$ cat config.mk
export PLATFORM = sky130hd
export DESIGN_NAME = rsd_runtime_settings_decoder
export DESIGN_NICKNAME = d
export VERILOG_FILES = /design/src/design/rsd_runtime_settings_decoder.v
export VERILOG_INCLUDE_DIRS = /design/src /design/src/design
export SDC_FILE = /design/constraint.sdc
export NUM_CORES = 1
export LEC_CHECK = 0
export ABC_AREA = 1
export ABC_CLOCK_PERIOD_IN_PS = 3500
export BUFFER_PORTS_ARGS = -buffer_cell sky130_fd_sc_hd__buf_4
export CAP_MARGIN = 20
export CORE_ASPECT_RATIO = 0.6
export CORE_MARGIN = 2
export CORE_UTILIZATION = 50
export DETAILED_ROUTE_END_ITERATION = 12
export GPL_TIMING_DRIVEN = 0
export PLACE_DENSITY = 0.91
export SLEW_MARGIN = 20
export SYNTH_ARGS = -nofsm -noshare
export SYNTH_HDL_FRONTEND = slang
export SYNTH_SLANG_ARGS = --single-unit
$ cat constraint.sdc
create_clock -name clk_in -period 3.5 [get_ports clk_in]
set_input_delay 0.7 -clock clk_in [delete_from_list [all_inputs] [get_ports clk_in]]
set_output_delay 0.7 -clock clk_in [all_outputs]
set_load 0.03 [all_outputs]
$ cat src/design/rsd_defines.vh
// Constants for the run-time settings command decoder.
// Assumes inclusion by bare name from the design folder.
`ifndef RSD_DEFINES_VH
`define RSD_DEFINES_VH

`define RSD_CMD_SET_RUNTIME   8'h60
`define RSD_RESP_SUCCESS      8'h00
`define RSD_IDX_ADC           6'h05
`define RSD_IDX_IRQ           6'h06
`define RSD_IDX_GP_LOAD       6'h07
`define RSD_IDX_GP0           6'h08
`define RSD_IDX_LAST          6'h3F
`define RSD_GP_LOAD_ONE       8'h01

`define RSD_LOAD_BIT          7
`define RSD_ADC_LVL_HI        2
`define RSD_ADC_LVL_LO        1
`define RSD_ADC_SRC_BIT       0
`define RSD_IRQ_RISE_EN_BIT   4
`define RSD_IRQ_RISE_VAL_BIT  3
`define RSD_IRQ_FALL_EN_BIT   2
`define RSD_IRQ_FALL_VAL_BIT  1
`define RSD_IRQ_CLR_BIT       0
`define RSD_GP_VAL_BIT        4
`define RSD_GP_DIR_BIT        3
`define RSD_GP_FUNC_HI        2

`define RSD_FUNC_GPIO         3'h0
`define RSD_FUNC_SUSPEND      3'h1
`define RSD_FUNC_UART_LED     3'h2

`define RSD_RST_ADC_LVL       2'h0
`define RSD_RST_ADC_SRC       1'h0
`define RSD_RST_EDGE_EN       1'h0
`define RSD_RST_GP_FUNC       3'h0
`define RSD_RST_GP_DIR        1'h1
`define RSD_RST_GP_VAL        1'h0

`define RSD_ADDR_STATUS       8'h00
`define RSD_ADDR_MASK         8'h04
`define RSD_ADDR_SETTINGS     8'h08

`define RSD_EV_APPLIED        0
`define RSD_EV_EDGE           1
`define RSD_EV_IGNORED        2
`define RSD_EV_W              3

`endif

$ cat src/design/rsd_runtime_settings_decoder.v
// Run-time settings command decoder: takes a 64-byte command report one
// byte at a time, applies the reference, edge-detector and pin 0 fields,
// and raises a two-byte answer. Registers sit on classic Wishbone.
// Assumes report bytes and pin inputs are synchronous to clk_in.
//
// Chosen here: the address map and the Wishbone interface to the registers.
`timescale 1ns/1ps
`include "rsd_defines.vh"

// Behaviour
// - Updates live only in volatile flops.
// - Byte5 bit7 gates reference selection load.
// - Byte5 bits2-1 pick reference module level.
// - Byte5 bit0 picks internal module or supply.
// - Byte6 bit7 gates all detector changes.
// - Byte6 bit4 loads rising enable from bit3.
// - Byte6 bit2 loads falling enable from bit1.
// - Byte6 bit0 one clears detection flag.
// - Byte7 one loads pin settings from byte8.
// - Output mode drives pin from byte8 bit4.
// - Byte8 bit3 direction, only in GPIO mode.
// - Byte8 bits2-0 choose pin zero function.
// - Answer echoes code and success byte.
module rsd_runtime_settings_decoder (
	input  wire        clk_in,
	input  wire        reset_in,
	input  wire        rpt_valid_in,
	input  wire        rpt_first_in,
	input  wire [7:0]  rpt_data_in,
	output wire        rpt_ready_out,
	output wire        resp_valid_out,
	output reg  [7:0]  resp_code_out,
	output reg  [7:0]  resp_status_out,
	input  wire        resp_ready_in,
	input  wire        edge_pin_in,
	input  wire        suspend_in,
	input  wire        uart_rx_activity_in,
	input  wire        general_pin_zero_in,
	output reg         general_pin_zero_out,
	output reg         general_pin_zero_oe_out,
	output reg  [1:0]  adc_ref_level_out,
	output reg         adc_ref_internal_out,
	output reg         edge_flag_out,
	output wire        irq_out,
	input  wire        wb_cyc_in,
	input  wire        wb_stb_in,
	input  wire        wb_we_in,
	input  wire [7:0]  wb_adr_in,
	input  wire [3:0]  wb_sel_in,
	input  wire [31:0] wb_dat_in,
	output reg  [31:0] wb_dat_out,
	output reg         wb_ack_out
);

	// All state below is volatile: reset, and only reset, brings back
	// the power-up defaults, and nothing here stores them anywhere.
	reg        started_q;
	reg [5:0]  cnt_q;
	reg [7:0]  cmd_q;
	reg [7:0]  adc_byte_q;
	reg [7:0]  irq_byte_q;
	reg [7:0]  gp_load_q;
	reg [7:0]  gp_byte_q;
	reg        resp_q;

	// Volatile settings and pin state.
	reg        rise_en_q;
	reg        fall_en_q;
	reg        edge_prev_q;
	reg [2:0]  gp_func_q;
	reg        gp_dir_q;
	reg        gp_val_q;

	// Sticky events and their mask.
	reg [`RSD_EV_W-1:0] status_q;
	reg [`RSD_EV_W-1:0] mask_q;

	// A report byte is taken on any rising edge with valid and ready both high;
	// a first byte restarts the index whatever the count says.
	wire       byte_take = rpt_valid_in & rpt_ready_out;
	wire [5:0] idx = rpt_first_in ? 6'h00 : cnt_q;
	wire       pkt_end = byte_take & (rpt_first_in | started_q) &
	                     (idx == `RSD_IDX_LAST);
	wire       cmd_ok = (cmd_q == `RSD_CMD_SET_RUNTIME);
	wire       apply = pkt_end & cmd_ok;
	wire       ignore = pkt_end & ~cmd_ok;
	wire       irq_load = apply & irq_byte_q[`RSD_LOAD_BIT];
	wire       rise_hit = rise_en_q & edge_pin_in & ~edge_prev_q;
	wire       fall_hit = fall_en_q & ~edge_pin_in & edge_prev_q;
	wire       edge_hit = rise_hit | fall_hit;
	wire       flag_clr = irq_load & irq_byte_q[`RSD_IRQ_CLR_BIT];
	// The ack itself blocks a second take of the same request, so the
	// master may hold cyc and stb through the acknowledge edge.
	wire       wb_req = wb_cyc_in & wb_stb_in & ~wb_ack_out;
	wire       wb_wr = wb_req & wb_we_in & wb_sel_in[0];
	wire       status_rd = wb_req & ~wb_we_in &
	                       (wb_adr_in == `RSD_ADDR_STATUS);
	wire [`RSD_EV_W-1:0] ev_set;
	wire [31:0] settings_word;

	// Field views of the captured bytes; the don't-care bits of bytes
	// 5, 6 and 8 are simply never looked at.
	wire       adc_load      = adc_byte_q[`RSD_LOAD_BIT];
	wire [1:0] adc_level_new = adc_byte_q[`RSD_ADC_LVL_HI:`RSD_ADC_LVL_LO];
	wire       adc_src_new   = adc_byte_q[`RSD_ADC_SRC_BIT];
	wire       rise_load     = irq_byte_q[`RSD_IRQ_RISE_EN_BIT];
	wire       rise_val_new  = irq_byte_q[`RSD_IRQ_RISE_VAL_BIT];
	wire       fall_load     = irq_byte_q[`RSD_IRQ_FALL_EN_BIT];
	wire       fall_val_new  = irq_byte_q[`RSD_IRQ_FALL_VAL_BIT];
	wire       gp_load       = (gp_load_q == `RSD_GP_LOAD_ONE);
	wire [2:0] gp_func_new   = gp_byte_q[`RSD_GP_FUNC_HI:0];
	wire       gp_dir_new    = gp_byte_q[`RSD_GP_DIR_BIT];
	wire       gp_val_new    = gp_byte_q[`RSD_GP_VAL_BIT];
	wire       mask_wr       = wb_wr & (wb_adr_in == `RSD_ADDR_MASK);

	// A new report is refused while the previous answer waits, so the
	// host never loses an answer but must drain it first.
	assign rpt_ready_out  = ~resp_q;
	assign resp_valid_out = resp_q;
	assign irq_out        = |(status_q & mask_q);

	assign ev_set[`RSD_EV_APPLIED] = apply;
	assign ev_set[`RSD_EV_EDGE]    = edge_hit;
	assign ev_set[`RSD_EV_IGNORED] = ignore;

	// Settings read-back word; unused bits read as zero.
	assign settings_word[31:14] = 18'h00000;
	assign settings_word[13]    = general_pin_zero_in;
	assign settings_word[12]    = gp_val_q;
	assign settings_word[11]    = gp_dir_q;
	assign settings_word[10:8]  = gp_func_q;
	assign settings_word[7]     = 1'b0;
	assign settings_word[6]     = edge_flag_out;
	assign settings_word[5]     = fall_en_q;
	assign settings_word[4]     = rise_en_q;
	assign settings_word[3]     = 1'b0;
	assign settings_word[2:1]   = adc_ref_level_out;
	assign settings_word[0]     = adc_ref_internal_out;

	// Byte capture. Only the command byte and bytes 5 to 8 are kept; the
	// rest of the report is counted and dropped.
	always @(posedge clk_in) begin
		if (reset_in) begin
			started_q  <= 1'b0;
			cnt_q      <= 6'h00;
			cmd_q      <= 8'h00;
			adc_byte_q <= 8'h00;
			irq_byte_q <= 8'h00;
			gp_load_q  <= 8'h00;
		end else if (byte_take) begin
			cnt_q <= idx + 6'h01;
			if (rpt_first_in) begin
				started_q <= 1'b1;
				cmd_q     <= rpt_data_in;
			end else if (pkt_end) begin
				started_q <= 1'b0;
			end
			if (idx == `RSD_IDX_ADC)
				adc_byte_q <= rpt_data_in;
			if (idx == `RSD_IDX_IRQ)
				irq_byte_q <= rpt_data_in;
			if (idx == `RSD_IDX_GP_LOAD)
				gp_load_q <= rpt_data_in;
		end
	end

	// Settings apply when the last byte arrives, pin 0 included; byte 8
	// is only staged here, at that byte.
	always @(posedge clk_in) begin
		if (reset_in) begin
			gp_byte_q <= 8'h00;
		end else if (byte_take & (idx == `RSD_IDX_GP0)) begin
			gp_byte_q <= rpt_data_in;
		end
	end

	// Reference selection; reset puts back the power-up default.
	always @(posedge clk_in) begin
		if (reset_in) begin
			adc_ref_level_out    <= `RSD_RST_ADC_LVL;
			adc_ref_internal_out <= `RSD_RST_ADC_SRC;
		end else if (apply & adc_load) begin
			adc_ref_level_out    <= adc_level_new;
			adc_ref_internal_out <= adc_src_new;
		end
	end

	// Edge detector enables; each direction has its own load bit.
	always @(posedge clk_in) begin
		if (reset_in) begin
			rise_en_q <= `RSD_RST_EDGE_EN;
			fall_en_q <= `RSD_RST_EDGE_EN;
		end else if (irq_load) begin
			if (rise_load)
				rise_en_q <= rise_val_new;
			if (fall_load)
				fall_en_q <= fall_val_new;
		end
	end

	// Pin 0 settings. Byte 7 counts as set only when it holds exactly
	// one; any other value keeps the current designation.
	always @(posedge clk_in) begin
		if (reset_in) begin
			gp_func_q <= `RSD_RST_GP_FUNC;
			gp_dir_q  <= `RSD_RST_GP_DIR;
			gp_val_q  <= `RSD_RST_GP_VAL;
		end else if (apply & gp_load) begin
			gp_func_q <= gp_func_new;
			gp_dir_q  <= gp_dir_new;
			gp_val_q  <= gp_val_new;
		end
	end

	// Previous pin sample for edge detection.
	always @(posedge clk_in) begin
		if (reset_in) begin
			edge_prev_q <= 1'b0;
		end else begin
			edge_prev_q <= edge_pin_in;
		end
	end

	// Detection flag; a new edge wins over a clear in the same cycle,
	// so an edge that lands in the cycle the clearing command applies is not lost.
	always @(posedge clk_in) begin
		if (reset_in) begin
			edge_flag_out <= 1'b0;
		end else if (edge_hit) begin
			edge_flag_out <= 1'b1;
		end else if (flag_clr) begin
			edge_flag_out <= 1'b0;
		end
	end

	// Pin 0 next drive. Direction only matters in GPIO mode; undefined
	// function codes leave the pin undriven.
	reg        pin_d;
	reg        pin_oe_d;
	always @* begin
		pin_d    = 1'b0;
		pin_oe_d = 1'b0;
		case (gp_func_q)
		`RSD_FUNC_GPIO: begin
			pin_d    = gp_val_q;
			pin_oe_d = ~gp_dir_q;
		end
		`RSD_FUNC_SUSPEND: begin
			pin_d    = suspend_in;
			pin_oe_d = 1'b1;
		end
		`RSD_FUNC_UART_LED: begin
			pin_d    = uart_rx_activity_in;
			pin_oe_d = 1'b1;
		end
		default: begin
			pin_d    = 1'b0;
			pin_oe_d = 1'b0;
		end
		endcase
	end

	// Pin 0 drive registers; the pin follows its settings a cycle later.
	always @(posedge clk_in) begin
		if (reset_in) begin
			general_pin_zero_out    <= 1'b0;
			general_pin_zero_oe_out <= 1'b0;
		end else begin
			general_pin_zero_out    <= pin_d;
			general_pin_zero_oe_out <= pin_oe_d;
		end
	end

	// Answer pending flag, held until the host takes it.
	always @(posedge clk_in) begin
		if (reset_in) begin
			resp_q <= 1'b0;
		end else if (apply) begin
			resp_q <= 1'b1;
		end else if (resp_q & resp_ready_in) begin
			resp_q <= 1'b0;
		end
	end

	// Answer bytes. They are rewritten only by an applied command, so
	// they stand unchanged for as long as the answer waits.
	always @(posedge clk_in) begin
		if (reset_in) begin
			resp_code_out   <= 8'h00;
			resp_status_out <= 8'h00;
		end else if (apply) begin
			resp_code_out   <= `RSD_CMD_SET_RUNTIME;
			resp_status_out <= `RSD_RESP_SUCCESS;
		end
	end

	// Sticky events cleared by a status read; a set in the read cycle
	// survives the clear.
	always @(posedge clk_in) begin
		if (reset_in) begin
			status_q <= {`RSD_EV_W{1'b0}};
		end else begin
			status_q <= (status_rd ? {`RSD_EV_W{1'b0}} : status_q) | ev_set;
		end
	end

	// Interrupt mask; a write needs byte lane 0 enabled.
	always @(posedge clk_in) begin
		if (reset_in) begin
			mask_q <= {`RSD_EV_W{1'b0}};
		end else if (mask_wr) begin
			mask_q <= wb_dat_in[`RSD_EV_W-1:0];
		end
	end

	// Wishbone acknowledge: one wait cycle for every request, mapped or
	// not, so a stray address never hangs the master.
	always @(posedge clk_in) begin
		if (reset_in) begin
			wb_ack_out <= 1'b0;
		end else begin
			wb_ack_out <= wb_req;
		end
	end

	// Read data, captured with the request; unmapped reads give zero.
	always @(posedge clk_in) begin
		if (reset_in) begin
			wb_dat_out <= 32'h00000000;
		end else begin
			if (wb_req & ~wb_we_in) begin
				case (wb_adr_in)
				`RSD_ADDR_STATUS:
					wb_dat_out <= {29'h00000000, status_q};
				`RSD_ADDR_MASK:
					wb_dat_out <= {29'h00000000, mask_q};
				`RSD_ADDR_SETTINGS:
					wb_dat_out <= settings_word;
				default:
					wb_dat_out <= 32'h00000000;
				endcase
			end
		end
	end

endmodule // rsd_runtime_settings_decoder

; ---- Word-level counts from Yosys, hierarchy flattened
; Cells that the tools add are included.
; W data, S select, Z words.
[word_totals]
input_bits = 64
out_inout_bits = 58
reg_bits = 99
elab_cells = 94
[classes]
bitwise = 33
reduce_logical = 14
addsub = 1
muxes = 11
n_eq_ne = 11
[ops]
columns = cell, count
row1 = $pmux W14 S3, 1
row2 = $and A1 B1 Y1, 22
row3 = $eq A6 B3 Y1 const B, 3
row4 = $reduce_and A2 Y1, 7
row5 = $eq A8 B1 Y1 const B, 1
row6 = $eq A8 B3 Y1 const B, 1
row7 = $eq A8 B4 Y1 const B, 1
row8 = $eq A8 B7 Y1 const B, 1
row9 = $logic_not A8 Y1, 1
row10 = $not A1 Y1, 7
row11 = $add A6 B1 Y6 const B, 1
row12 = $eq A6 B4 Y1 const B, 1
row13 = $eq A6 B6 Y1 const B, 1
row14 = $mux W1, 6
row15 = $mux W6, 1
row16 = $reduce_bool A2 Y1, 3
row17 = $and A3 B3 Y3, 1
row18 = $eq A3 B1 Y1 const B, 1
row19 = $eq A3 B2 Y1 const B, 1
row20 = $logic_not A3 Y1, 1
row21 = $mux W3, 1
row22 = $or A3 B3 Y3, 1
row23 = $pmux W1 S3, 1
row24 = $reduce_or A3 Y1, 1
row25 = 3 further kinds, 4

; ---- Longest topological paths before layout
; Gate-level depths: netlist (run 1).
[depth]
depth_word = 9
mapped_depth = 11
mapped_depth_nobuf = 11

; ---- Worst setup path before layout (run 1)
; No wires, ideal clock.
[synth_path]
path_kind = in2reg
start = in rpt_first_in
end = reg fall_en_q
setup_slack_ns = 1.517
t_required_ns = 3.385
cell_stages = 10
n_path_buf = 1
setup_ns = 0.115
arrival_ns = 1.868
path_cell_list = nor2_1 -> ha_1 -> nand3_1 -> nor2_4 -> nand2_4 -> nor2_8 -> buf_6 -> nand4_1 -> nand2_1 -> nor2_1
[synth_between]
elab_chain_len = 6
word_cells_on_any_way = 8
classes_between = 1 x eq/ne / 1 x mux / 5 x bitwise / 1 x reduce/logical
[synth_lines]
columns = item, line_no
row1 = "start, declared", rsd_runtime_settings_decoder.v:28  ; input wire rpt_first_in,
row2 = $mux W6 or $or A1 B1 Y1 (tied branches), "rsd_runtime_settings_decoder.v:81, rsd_runtime_settings_decoder.v:82"
row3 = $eq A6 B6 Y1 (no line) or $and A1 B1 Y1 (tied branches), -
row4 = $and A1 B1 Y1 *, rsd_runtime_settings_decoder.v:82  ; wire pkt_end = byte_take & (rpt_first_in | started_q) &
row5 = $and A1 B1 Y1 *, rsd_runtime_settings_decoder.v:85  ; wire apply = pkt_end & cmd_ok;
row6 = $and A1 B1 Y1 *, rsd_runtime_settings_decoder.v:87  ; wire irq_load = apply & irq_byte_q[`RSD_LOAD_BIT];
row7 = $reduce_and A2 Y1 (no line) *, -
row8 = "end signal, assigned", rsd_runtime_settings_decoder.v:192  ; fall_en_q <= `RSD_RST_EDGE_EN;
row9 = "end signal, assigned", rsd_runtime_settings_decoder.v:197  ; fall_en_q <= fall_val_new;
row10 = "end, declared", rsd_runtime_settings_decoder.v:68  ; reg fall_en_q;
; Every way passes the cells marked *; elsewhere a longest branch is shown, timed or not.
; A chain may end at the register's enable or synchronous reset.

; ---- Worst setup path in the final report (run 1)
; Ends and elaborated chain as after synthesis.

==> results of run 1 <==
## worst paths after layout
check         endpoint  slack (ns)  cells past startpoint
max          fall_en_q        1.33                     11
min           gp_dir_q        0.45                      2
max reg2reg  fall_en_q        1.45                     11
min reg2reg   gp_dir_q        0.45                      2
## per-stage QoR
step	util [%]	area [µm²]	power [mW]	instances
floorplan	-	3410	1.01	475
global placement	63.1	3930	1.07	614
detailed placement	63.1	3930	1.07	614
CTS	66.7	4150	1.80	630
global route	66.7	4150	1.87	630
finish	66.7	4150	1.79	630
## cell families after synthesis
logic type,Yosys count,synth area share (%)
buffers and inverters,88,14.4
adder cells (fa/ha/maj),4,1.52
flip-flops,73,44.5
AND/OR/NAND/NOR,180,24.5
other,1,0.114
AO/OA/AOI/OAI,96,14.9
## final cells by class
class | instances | area [µm²]
plain buffers | 47 | 319
repair buffers | 55 | 413
multi-input cells | 314 | 1470
clock inverters | 2 | 60.1
fillers | 517 | 2070
flip-flops and latches | 73 | 1460
well taps | 84 | 105
inverters | 41 | 154
clock buffers | 14 | 163
## synth_stat cells
cell type and n:
sky130_fd_sc_hd__dfxtp_1 73, sky130_fd_sc_hd__nand2_1 64, sky130_fd_sc_hd__nor2_1 61, sky130_fd_sc_hd__a21oi_1 43, sky130_fd_sc_hd__o21ai_0 41, sky130_fd_sc_hd__buf_4 35, sky130_fd_sc_hd__inv_1 33, sky130_fd_sc_hd__nand3_1 27
sky130_fd_sc_hd__nor3_1 12, sky130_fd_sc_hd__clkbuf_1 8, sky130_fd_sc_hd__inv_2 8, sky130_fd_sc_hd__o21ai_1 7, sky130_fd_sc_hd__nand4_1 6, sky130_fd_sc_hd__ha_1 4, sky130_fd_sc_hd__a31oi_1 3, sky130_fd_sc_hd__buf_2 3
sky130_fd_sc_hd__nor2_4 2, sky130_fd_sc_hd__nor3_2 2, sky130_fd_sc_hd__a211oi_1 1, sky130_fd_sc_hd__buf_6 1, sky130_fd_sc_hd__conb_1 1, sky130_fd_sc_hd__nand2_2 1, sky130_fd_sc_hd__nand2_4 1, sky130_fd_sc_hd__nand3_2 1
sky130_fd_sc_hd__nand3b_1 1, sky130_fd_sc_hd__nor2_8 1, sky130_fd_sc_hd__nor4_1 1, sky130_fd_sc_hd__o21a_1 1
## power groups by stage
stage,registers (mW),clock network [mW],logic (mW)
after detailed placement,0.870,0,0.200
after CTS,0.852,0.751,0.201
after floorplan,0.880,0,0.129
after global placement,0.870,0,0.196
final,0.852,0.739,0.204
after global routing,0.853,0.795,0.220
## layout by cell type, fill, tap and decap left out, drive strengths merged
master / n
buf: 94
dfxtp: 73
nand2: 66
nor2: 64
o21ai: 48
a21oi: 43
inv: 41
conb: 34
nand3: 28
clkbuf: 22
nor3: 14
nand4: 6
ha: 4
a31oi: 3
bufinv: 2
nand3b: 1
a211oi: 1
o21a: 1
nor4: 1
## layer usage
metal | part of all wire, % | track usage (%)
met5 | 0 | 0
met4 | 1.4 | 5.13
met3 | 11 | 10.2
met2 | 44 | 37.0
met1 | 44 | 29.9
## worst register-to-register path: cells and delay by family, from the launching register on
family                   cells  cell delay [ns]
AND/OR/NAND/NOR              8             1.16
flip-flops                   1             0.35
buffers and inverters        2             0.22
adder cells (fa/ha/maj)      1             0.22
## state kept, by name, summed over array words and instances (netlist names), 2 cells and up
register / count
adc_ref_level_out: 2
cnt_q: 6
adc_byte_q: 4
cmd_q: 8
wb_dat_out: 12
irq_byte_q: 6
gp_func_q: 3
gp_load_q: 8
gp_byte_q: 5
mask_q: 3
status_q: 3
==> results, run 1 <==
- The run finished with clean final reports.
- The count of boundary I/O pins is 122.
- The clock network latency to the later pin of the worst-skew pair is 0.36 ns.
- The number of vias per cell is 4.99.
- The die covers between 0.007 and 0.008 mm².
- The worst path arrival time is 2.42 ns.
- The hold-fix buffer count after cts is 0.
- The count of antenna diodes in the layout is 0.
- The critical path goes through buf_4 -> nor2_1 -> ha_1 -> nand3_1 -> nor2_4 -> nand2_4 -> nor2_8 -> buf_6 -> nand4_1 -> nand2_1 -> nor2_1.
- Buffers inserted during clock tree synthesis total 9.
- The tightest min-delay check is of the flip-flop to flip-flop type.
- The sequential fraction of the synthesis area is between 40 and 50%.
- VDD sags by at most roughly 220 µV.
- The via count of the first global-routing pass is 2801.
- The mapped netlist covers 0.00328 mm².
- The relative slew slack is 57.8%.
- The cell seen most often among critical-path stages is sky130_fd_sc_hd__nor2_1.
- Cells with a size suffix above 1 make up 22.5% of the layout.
- The largest fanout on the critical path is 10.
- The number of setup violations in the final report is 0.
- Adding up every negative setup slack in the final design gives 0 ns.
- The cell count after synthesis is 442.
- The number of nets in the final layout is 609.
- The routed layout has about 3100 vias.
- The top-area cell type share of the netlist area is 44.5%.
- Post-CTS repair changed the size of 0 cells.
- Global routing used 23.5% of the available tracks.
- The transition time of the tightest slew-check pin is 0.629 ns.
- Setup repair after global routing left no endpoint under its margin.
- The startpoint-to-endpoint class of the critical path is input port to flip-flop.
- After clock tree synthesis, the clock-pin slew on the worst setup and hold paths is 0.07 ns.
- The number of iterations in the first detailed-routing pass is 5.
- The H-tree was split into 3 levels.
- The switching power summed over all nets is 434 µW.
- After layout, the minimum clock period comes to 2.17 ns.
- The tool flagged a number of max-cap violations equal to 0.
- The overall overflow remaining after global route is 0.
- The start point of the critical path is rpt_first_in.
- The congestion estimate from routability-driven global placement came to 0.923.
- In the routed design, unresolved DRC markers number 0.
- The clock sink total is 73.
- The HPWL after detailed placement is 5890 µm.
- The longest clock path from root to sink contains 2 buffers.
- The width of the die is 109 µm.
- Per report_power, the clock group accounts for 41.2% of the total.
- The internal power is 1.36 mW.
- For this design the static power due to leakage is 1.86 nW.
- The startpoint identified for the worst hold timing path is gp_byte_q[3].
- Between clock sinks in the finished design, the worst skew comes to 0.0101 ns.
- The global-route wire length before repair is 12900 µm.
- The final routed wire length divided by cell count is 12.8 µm.
- The post-route worst hold slack is 0.451 ns.
- Sorting the synthesized cells by area gives the leading types as sky130_fd_sc_hd__dfxtp_1 45%, sky130_fd_sc_hd__buf_4 8.0%, sky130_fd_sc_hd__nand2_1 7.3%.
- The slowest stage of the critical path belongs to the cell sky130_fd_sc_hd__nor2_1.
- Each instance of the synthesized netlist takes up on average between 7 and 8 µm².
- The switching share of power is 24.2%.
- The achievable frequency is between 400 and 500 MHz.
- The cell sitting at the root of the clock tree is a sky130_fd_sc_hd__clkbuf_8.
- The distinct cell type count after synthesis is 28.
- The hold violation count in the final report is 0.
- Prior to clock tree synthesis, the placed netlist has a worst setup slack of slightly above 1 ns.
- The setup slack of the critical path after layout is between 1 and 1.5 ns.
- The worst reg2reg path startpoint is cnt_q[0].
- Of the available clock period, the critical path in the final layout requires between 60 and 70%.
- The number of antenna violations at the first check in global routing came to 0.
- The count of buffers added by post-CTS timing repair for setup is 0.
- The final count of pins violating max slew is 0.
- During synthesis, Yosys emitted a total of 0 warnings.
- The proportion of power drawn by combinational gates is 11.4%.
- The pin count of the biggest net entering global routing is 12.
- Summed over all layers, the routed wires come to 8050 µm.
- After the first detailed-routing iteration, the DRC count stood at 300.
- The worst setup path is captured at a flip-flop.
- The initial utilization of the core area, before any placement, comes to 52.8%.
- The sequential fraction of design power is a little under half.
- The number of flip-flops and latches in the synthesized netlist is 73.
- The count of buffers from port buffering is 55.
- The floorplan die height is 66.8 µm.
- The power per unit of standard cell area is between 400 and 500 mW/mm².
- The library cell occupying the most area in the post-synthesis netlist is sky130_fd_sc_hd__dfxtp_1.
- After floorplanning, the core was divided into 22 placement rows.
- Among cell families on the critical path, the largest total delay comes from simple AND/OR/NAND/NOR gates.
- The count of nets left with antenna violations once routing finished came out at 0.
- The required time of the critical path is 3.75 ns.
- The clock tree from TritonCTS is yes.
- The largest single stage delay on the critical path is 0.28 ns.
- The relative area change from synthesis to final layout is 26.3%.
- The total area inside the core boundary comes to 0.00622 mm².
- The number of buffer and inverter instances along the worst setup path is 2.
- The startpoint type of the worst setup path is an input port.
No activity file was read; power rests on OpenSTA's default activity.
==> run 2: changes to the inputs <==
- ABC_AREA: 1 -> 0
- ABC_CLOCK_PERIOD_IN_PS: 3500 -> 1800
- CORE_UTILIZATION: 50 -> 44
- PLACE_DENSITY: 0.91 -> 0.85
- clock period: 3.5 -> 1.8 ns (I/O delays scaled with it)
==> run 2 against run 1 <==
  * Area after synthesis up 0.99%
  * Combinational power is 68% higher
  * Sequential power grew 92%
  * Routed wire length is 6.6% higher
  * Critical endpoint is now status_q[0]
==> results, run 2 <==
- The run finished with clean final reports.
- The half-perimeter wire length after detailed placement is 6350 µm.
- The number of vias per cell is 5.15.
- The count of buffers from port buffering is 54.
- Cells with a size suffix above 1 make up 27.8% of the layout.
- After clock tree synthesis, the clock-pin slew on the worst setup and hold paths is 0.06 ns.
- By area the synthesized netlist is led by sky130_fd_sc_hd__dfxtp_1 44%, sky130_fd_sc_hd__mux2i_1 9.4%, sky130_fd_sc_hd__buf_4 8.8%.
- The critical path goes through buf_4 -> clkbuf_2 -> nor2b_2 -> ha_2 -> and4_1 -> buf_4 -> nand2_1 -> o2bb2ai_1.
- After detailed routing, the number of remaining DRC violations is 0.
- The slowest cell on the critical path is sky130_fd_sc_hd__ha_2.
- The number of antenna violations at the first check in global routing is 0.
- Across the VDD grid, the largest voltage drop is 558 µV.
- The final critical-path share of the clock period is 93.3%.
- Synthesis instantiated 48 different standard cells from the library.
- The total of warnings raised by yosys is 0.
- The area of the placeable core is 0.00727 mm².
- The largest clock skew in the final design is 0.00931 ns.
- The synthesized design spends more area on one cell type than any other, namely sky130_fd_sc_hd__dfxtp_1.
- Of all nets on the critical path, the largest fanout is 10.
- The main flop type after synthesis is sky130_fd_sc_hd__dfxtp_1.
- In the layout the commonest cells are 94 x sky130_fd_sc_hd__buf_4, 73 x sky130_fd_sc_hd__dfxtp_1, 44 x sky130_fd_sc_hd__nor2_1.
- The number of rows in the core area is 24.
- The number of flip-flops and latches in the synthesized netlist is 73.
- The transition time of the tightest slew-check pin is around 0.61 ns.
- The clock tree from TritonCTS is yes.
- Entering global routing, the biggest net connects 13 pins.
- The clock sink total is 73.
- The number of iterations in the first detailed-routing pass is 7.
- The largest registers in the layout are wb_dat_out: 12 flops, cmd_q: 8 flops, gp_load_q: 8 flops.
- The cell seen most often among critical-path stages is sky130_fd_sc_hd__buf_4.
- The overall overflow remaining after global route is 0.
- The type of the most critical hold path is input port to flip-flop.
- Data arrives at the worst endpoint at 1.94 ns.
- The floorplan die height is between 70 and 80 µm.
- The relative area change from synthesis to final layout is 30.3%.
- The commonest non-fill, non-tap cell in the layout is sky130_fd_sc_hd__buf_4.
- Registers take ~0.0015 mm².
- Summing all multi-input logic gate instances after layout gives 0.00161 mm².
- The width of the die is 116 µm.
- STA classifies the critical path startpoint as an input port.
- The number of buffers added by the clock tree synthesis step is 9.
- The clock passes through at most 2 buffers.
- The fraction of registers with async set or reset after synthesis is 0%.
- The worst setup path is captured at a flip-flop.
- In this design, the stage delay of the slowest critical-path cell is 0.27 ns.
- The register bank with the most flops is wb_dat_out.
- The post-route worst hold slack is 0.240 ns.
- The repair_antennas step left the layout with diodes totalling 0.
- The critical path in this run is classified as input port to flip-flop.
- After detailed routing, the total wire length is ~8600 µm.
- The first-iteration detailed-routing DRC count is 300.
- The hold violation count in the final report is 0.
- Counting flops with a built-in enable in the synthesized netlist gives 0.
- The required time of the critical path is 2.06 ns.
- The number of nets in the final layout is ~520.
- Based on the critical path, the design can be clocked at up to 595 MHz.
- The minimum clock period after layout is 1.68 ns.
- The global-route usage over all layers is 21.0%.
- The final RePlAce weighted congestion is 0.842.
- The share of synthesized area in the top cell type comes to 44.1%.
- The cell count after synthesis came out at 356.
- The share of the Yosys chip area taken by registers is 44.1%.
- Dividing total power by cell area gives a power density of approximately 910 mW/mm².
- The first global-routing pass estimated 13200 µm of wire.
- The final-layout fill cell count is 624.
- The final count of pins violating max slew was 0.
- The cell area that synthesis handed to floorplanning was 0.00332 mm².
- The final antenna-violating net count is 0.
- For the worst-skew pair, the clock arrives at the later sink with an insertion delay of 0.34 ns.
- The die outline area is around 0.0083 mm².
- Setup repair after global routing left no endpoint under its margin.
- In the post-synthesis netlist, the cell with the most instances is sky130_fd_sc_hd__dfxtp_1.
- The initial core utilization is 45.6%.
- After synthesis, the most frequently instantiated cells are 73 x sky130_fd_sc_hd__dfxtp_1, 44 x sky130_fd_sc_hd__nor2_1, 39 x sky130_fd_sc_hd__buf_4.
- The max capacitance violation total is 0.
- The via count of the first global-routing pass is 2689.
- In the final timing run, aggregate negative setup slack is 0 ns.
- The final routed wire length divided by cell count is between 15 and 20 µm.
- During I/O placement, the number of pins put on the boundary was between 100 and 150.
- The number of H-tree levels is 3.
- The total via count in the routed design is 2905.
- The flip-flop count of the largest register after layout is 12.
- The root buffer cell is sky130_fd_sc_hd__clkbuf_16.
- A synthesized cell averages 9.31 µm².
- The relative slew slack is between 50 and 60%.
- The reported leakage power is ~2 nW.
- The number of setup violations in the final report is 0.
==> run 2: logic make-up (layout without fill, tap and decap cells) <==
| kind of cell | count (synthesis) | in the layout | share of synthesized area (%) |
|---|---|---|---|
| flip-flops | 73 | 73 | 44.1 |
| multiplexers | 32 | 32 | 9.70 |
| AO/OA/AOI/OAI | 60 | 60 | 11.1 |
| other | 1 | 34 | 0.113 |
| buffers and inverters | 59 | 130 | 11.4 |
| adder cells (fa/ha/maj) | 4 | 4 | 1.51 |
| AND/OR/NAND/NOR | 124 | 124 | 21.3 |
| XOR/XNOR | 3 | 3 | 0.793 |
==> run 2: critical path: cells and delay by family <==
family	cells	cell delay [ns]
fa+ha+maj	1	0.27
compound gates	1	0.16
simple gates	3	0.58
buf+inv	3	0.57
==> run 2: area by class of cell <==
| class | count | area share (%) |
|---|---|---|
| Sequential cell | 73 | 33.8 |
| Multi-Input combinational cell | 257 | 37.2 |
| Clock buffer | 11 | 5.85 |
| Tap cell | 104 | 3.01 |
| Timing Repair Buffer | 55 | 9.55 |
| Buffer | 53 | 8.28 |
| Inverter | 6 | 0.521 |
| Clock inverter | 5 | 1.80 |
==> run 2: per-layer routing <==
layer  global-route usage, %  part of all wire, %  up-vias
met3                    6.68                   10       16
met2                    30.7                   44      142
met4                    6.75                  1.6        0
met5                       0                    0        -
met1                    29.8                   44     1356
li1                        -                    -     1391
==> run 2: worst paths after layout <==
path	start	end	slack [ns]	depth (start not counted)
worst min-delay path	general_pin_zero_in	wb_dat_out[13]	0.24	2
worst max-delay path	rpt_first_in	status_q[0]	0.12	8
worst min register to register	wb_dat_out[1]	wb_dat_out[1]	0.46	2
worst max register to register	cmd_q[0]	gp_dir_q	0.13	3
==> run 2: through the flow <==
step                      cells  total power, mW  instance area [µm²]  utilization [%]  setup slack, ns
after floorplan             389             1.91                 3440                -            0.111
after global placement      547             2.00                 3980             54.7           -0.276
after detailed placement    547             2.01                 3980             54.7           -0.371
after CTS                   563             3.94                 4310             59.3          0.00173
after global routing        564             4.04                 4320             59.5           0.0129
final                       564             3.94                 4320             59.5            0.120
==> run 2: power breakdown <==
group          switching [mW]  internal, mW
clock                   0.675          1.28
combinational           0.213         0.130
sequential             0.0113          1.63
total                   0.899          3.04
==> run 2: what timing repair did <==
item	4_1_cts	5_1_grt
buffers inserted	0	1
pin swaps	0	1
hold buffers	0	0
setup endpoints to repair	7	26
resized for setup	1	3
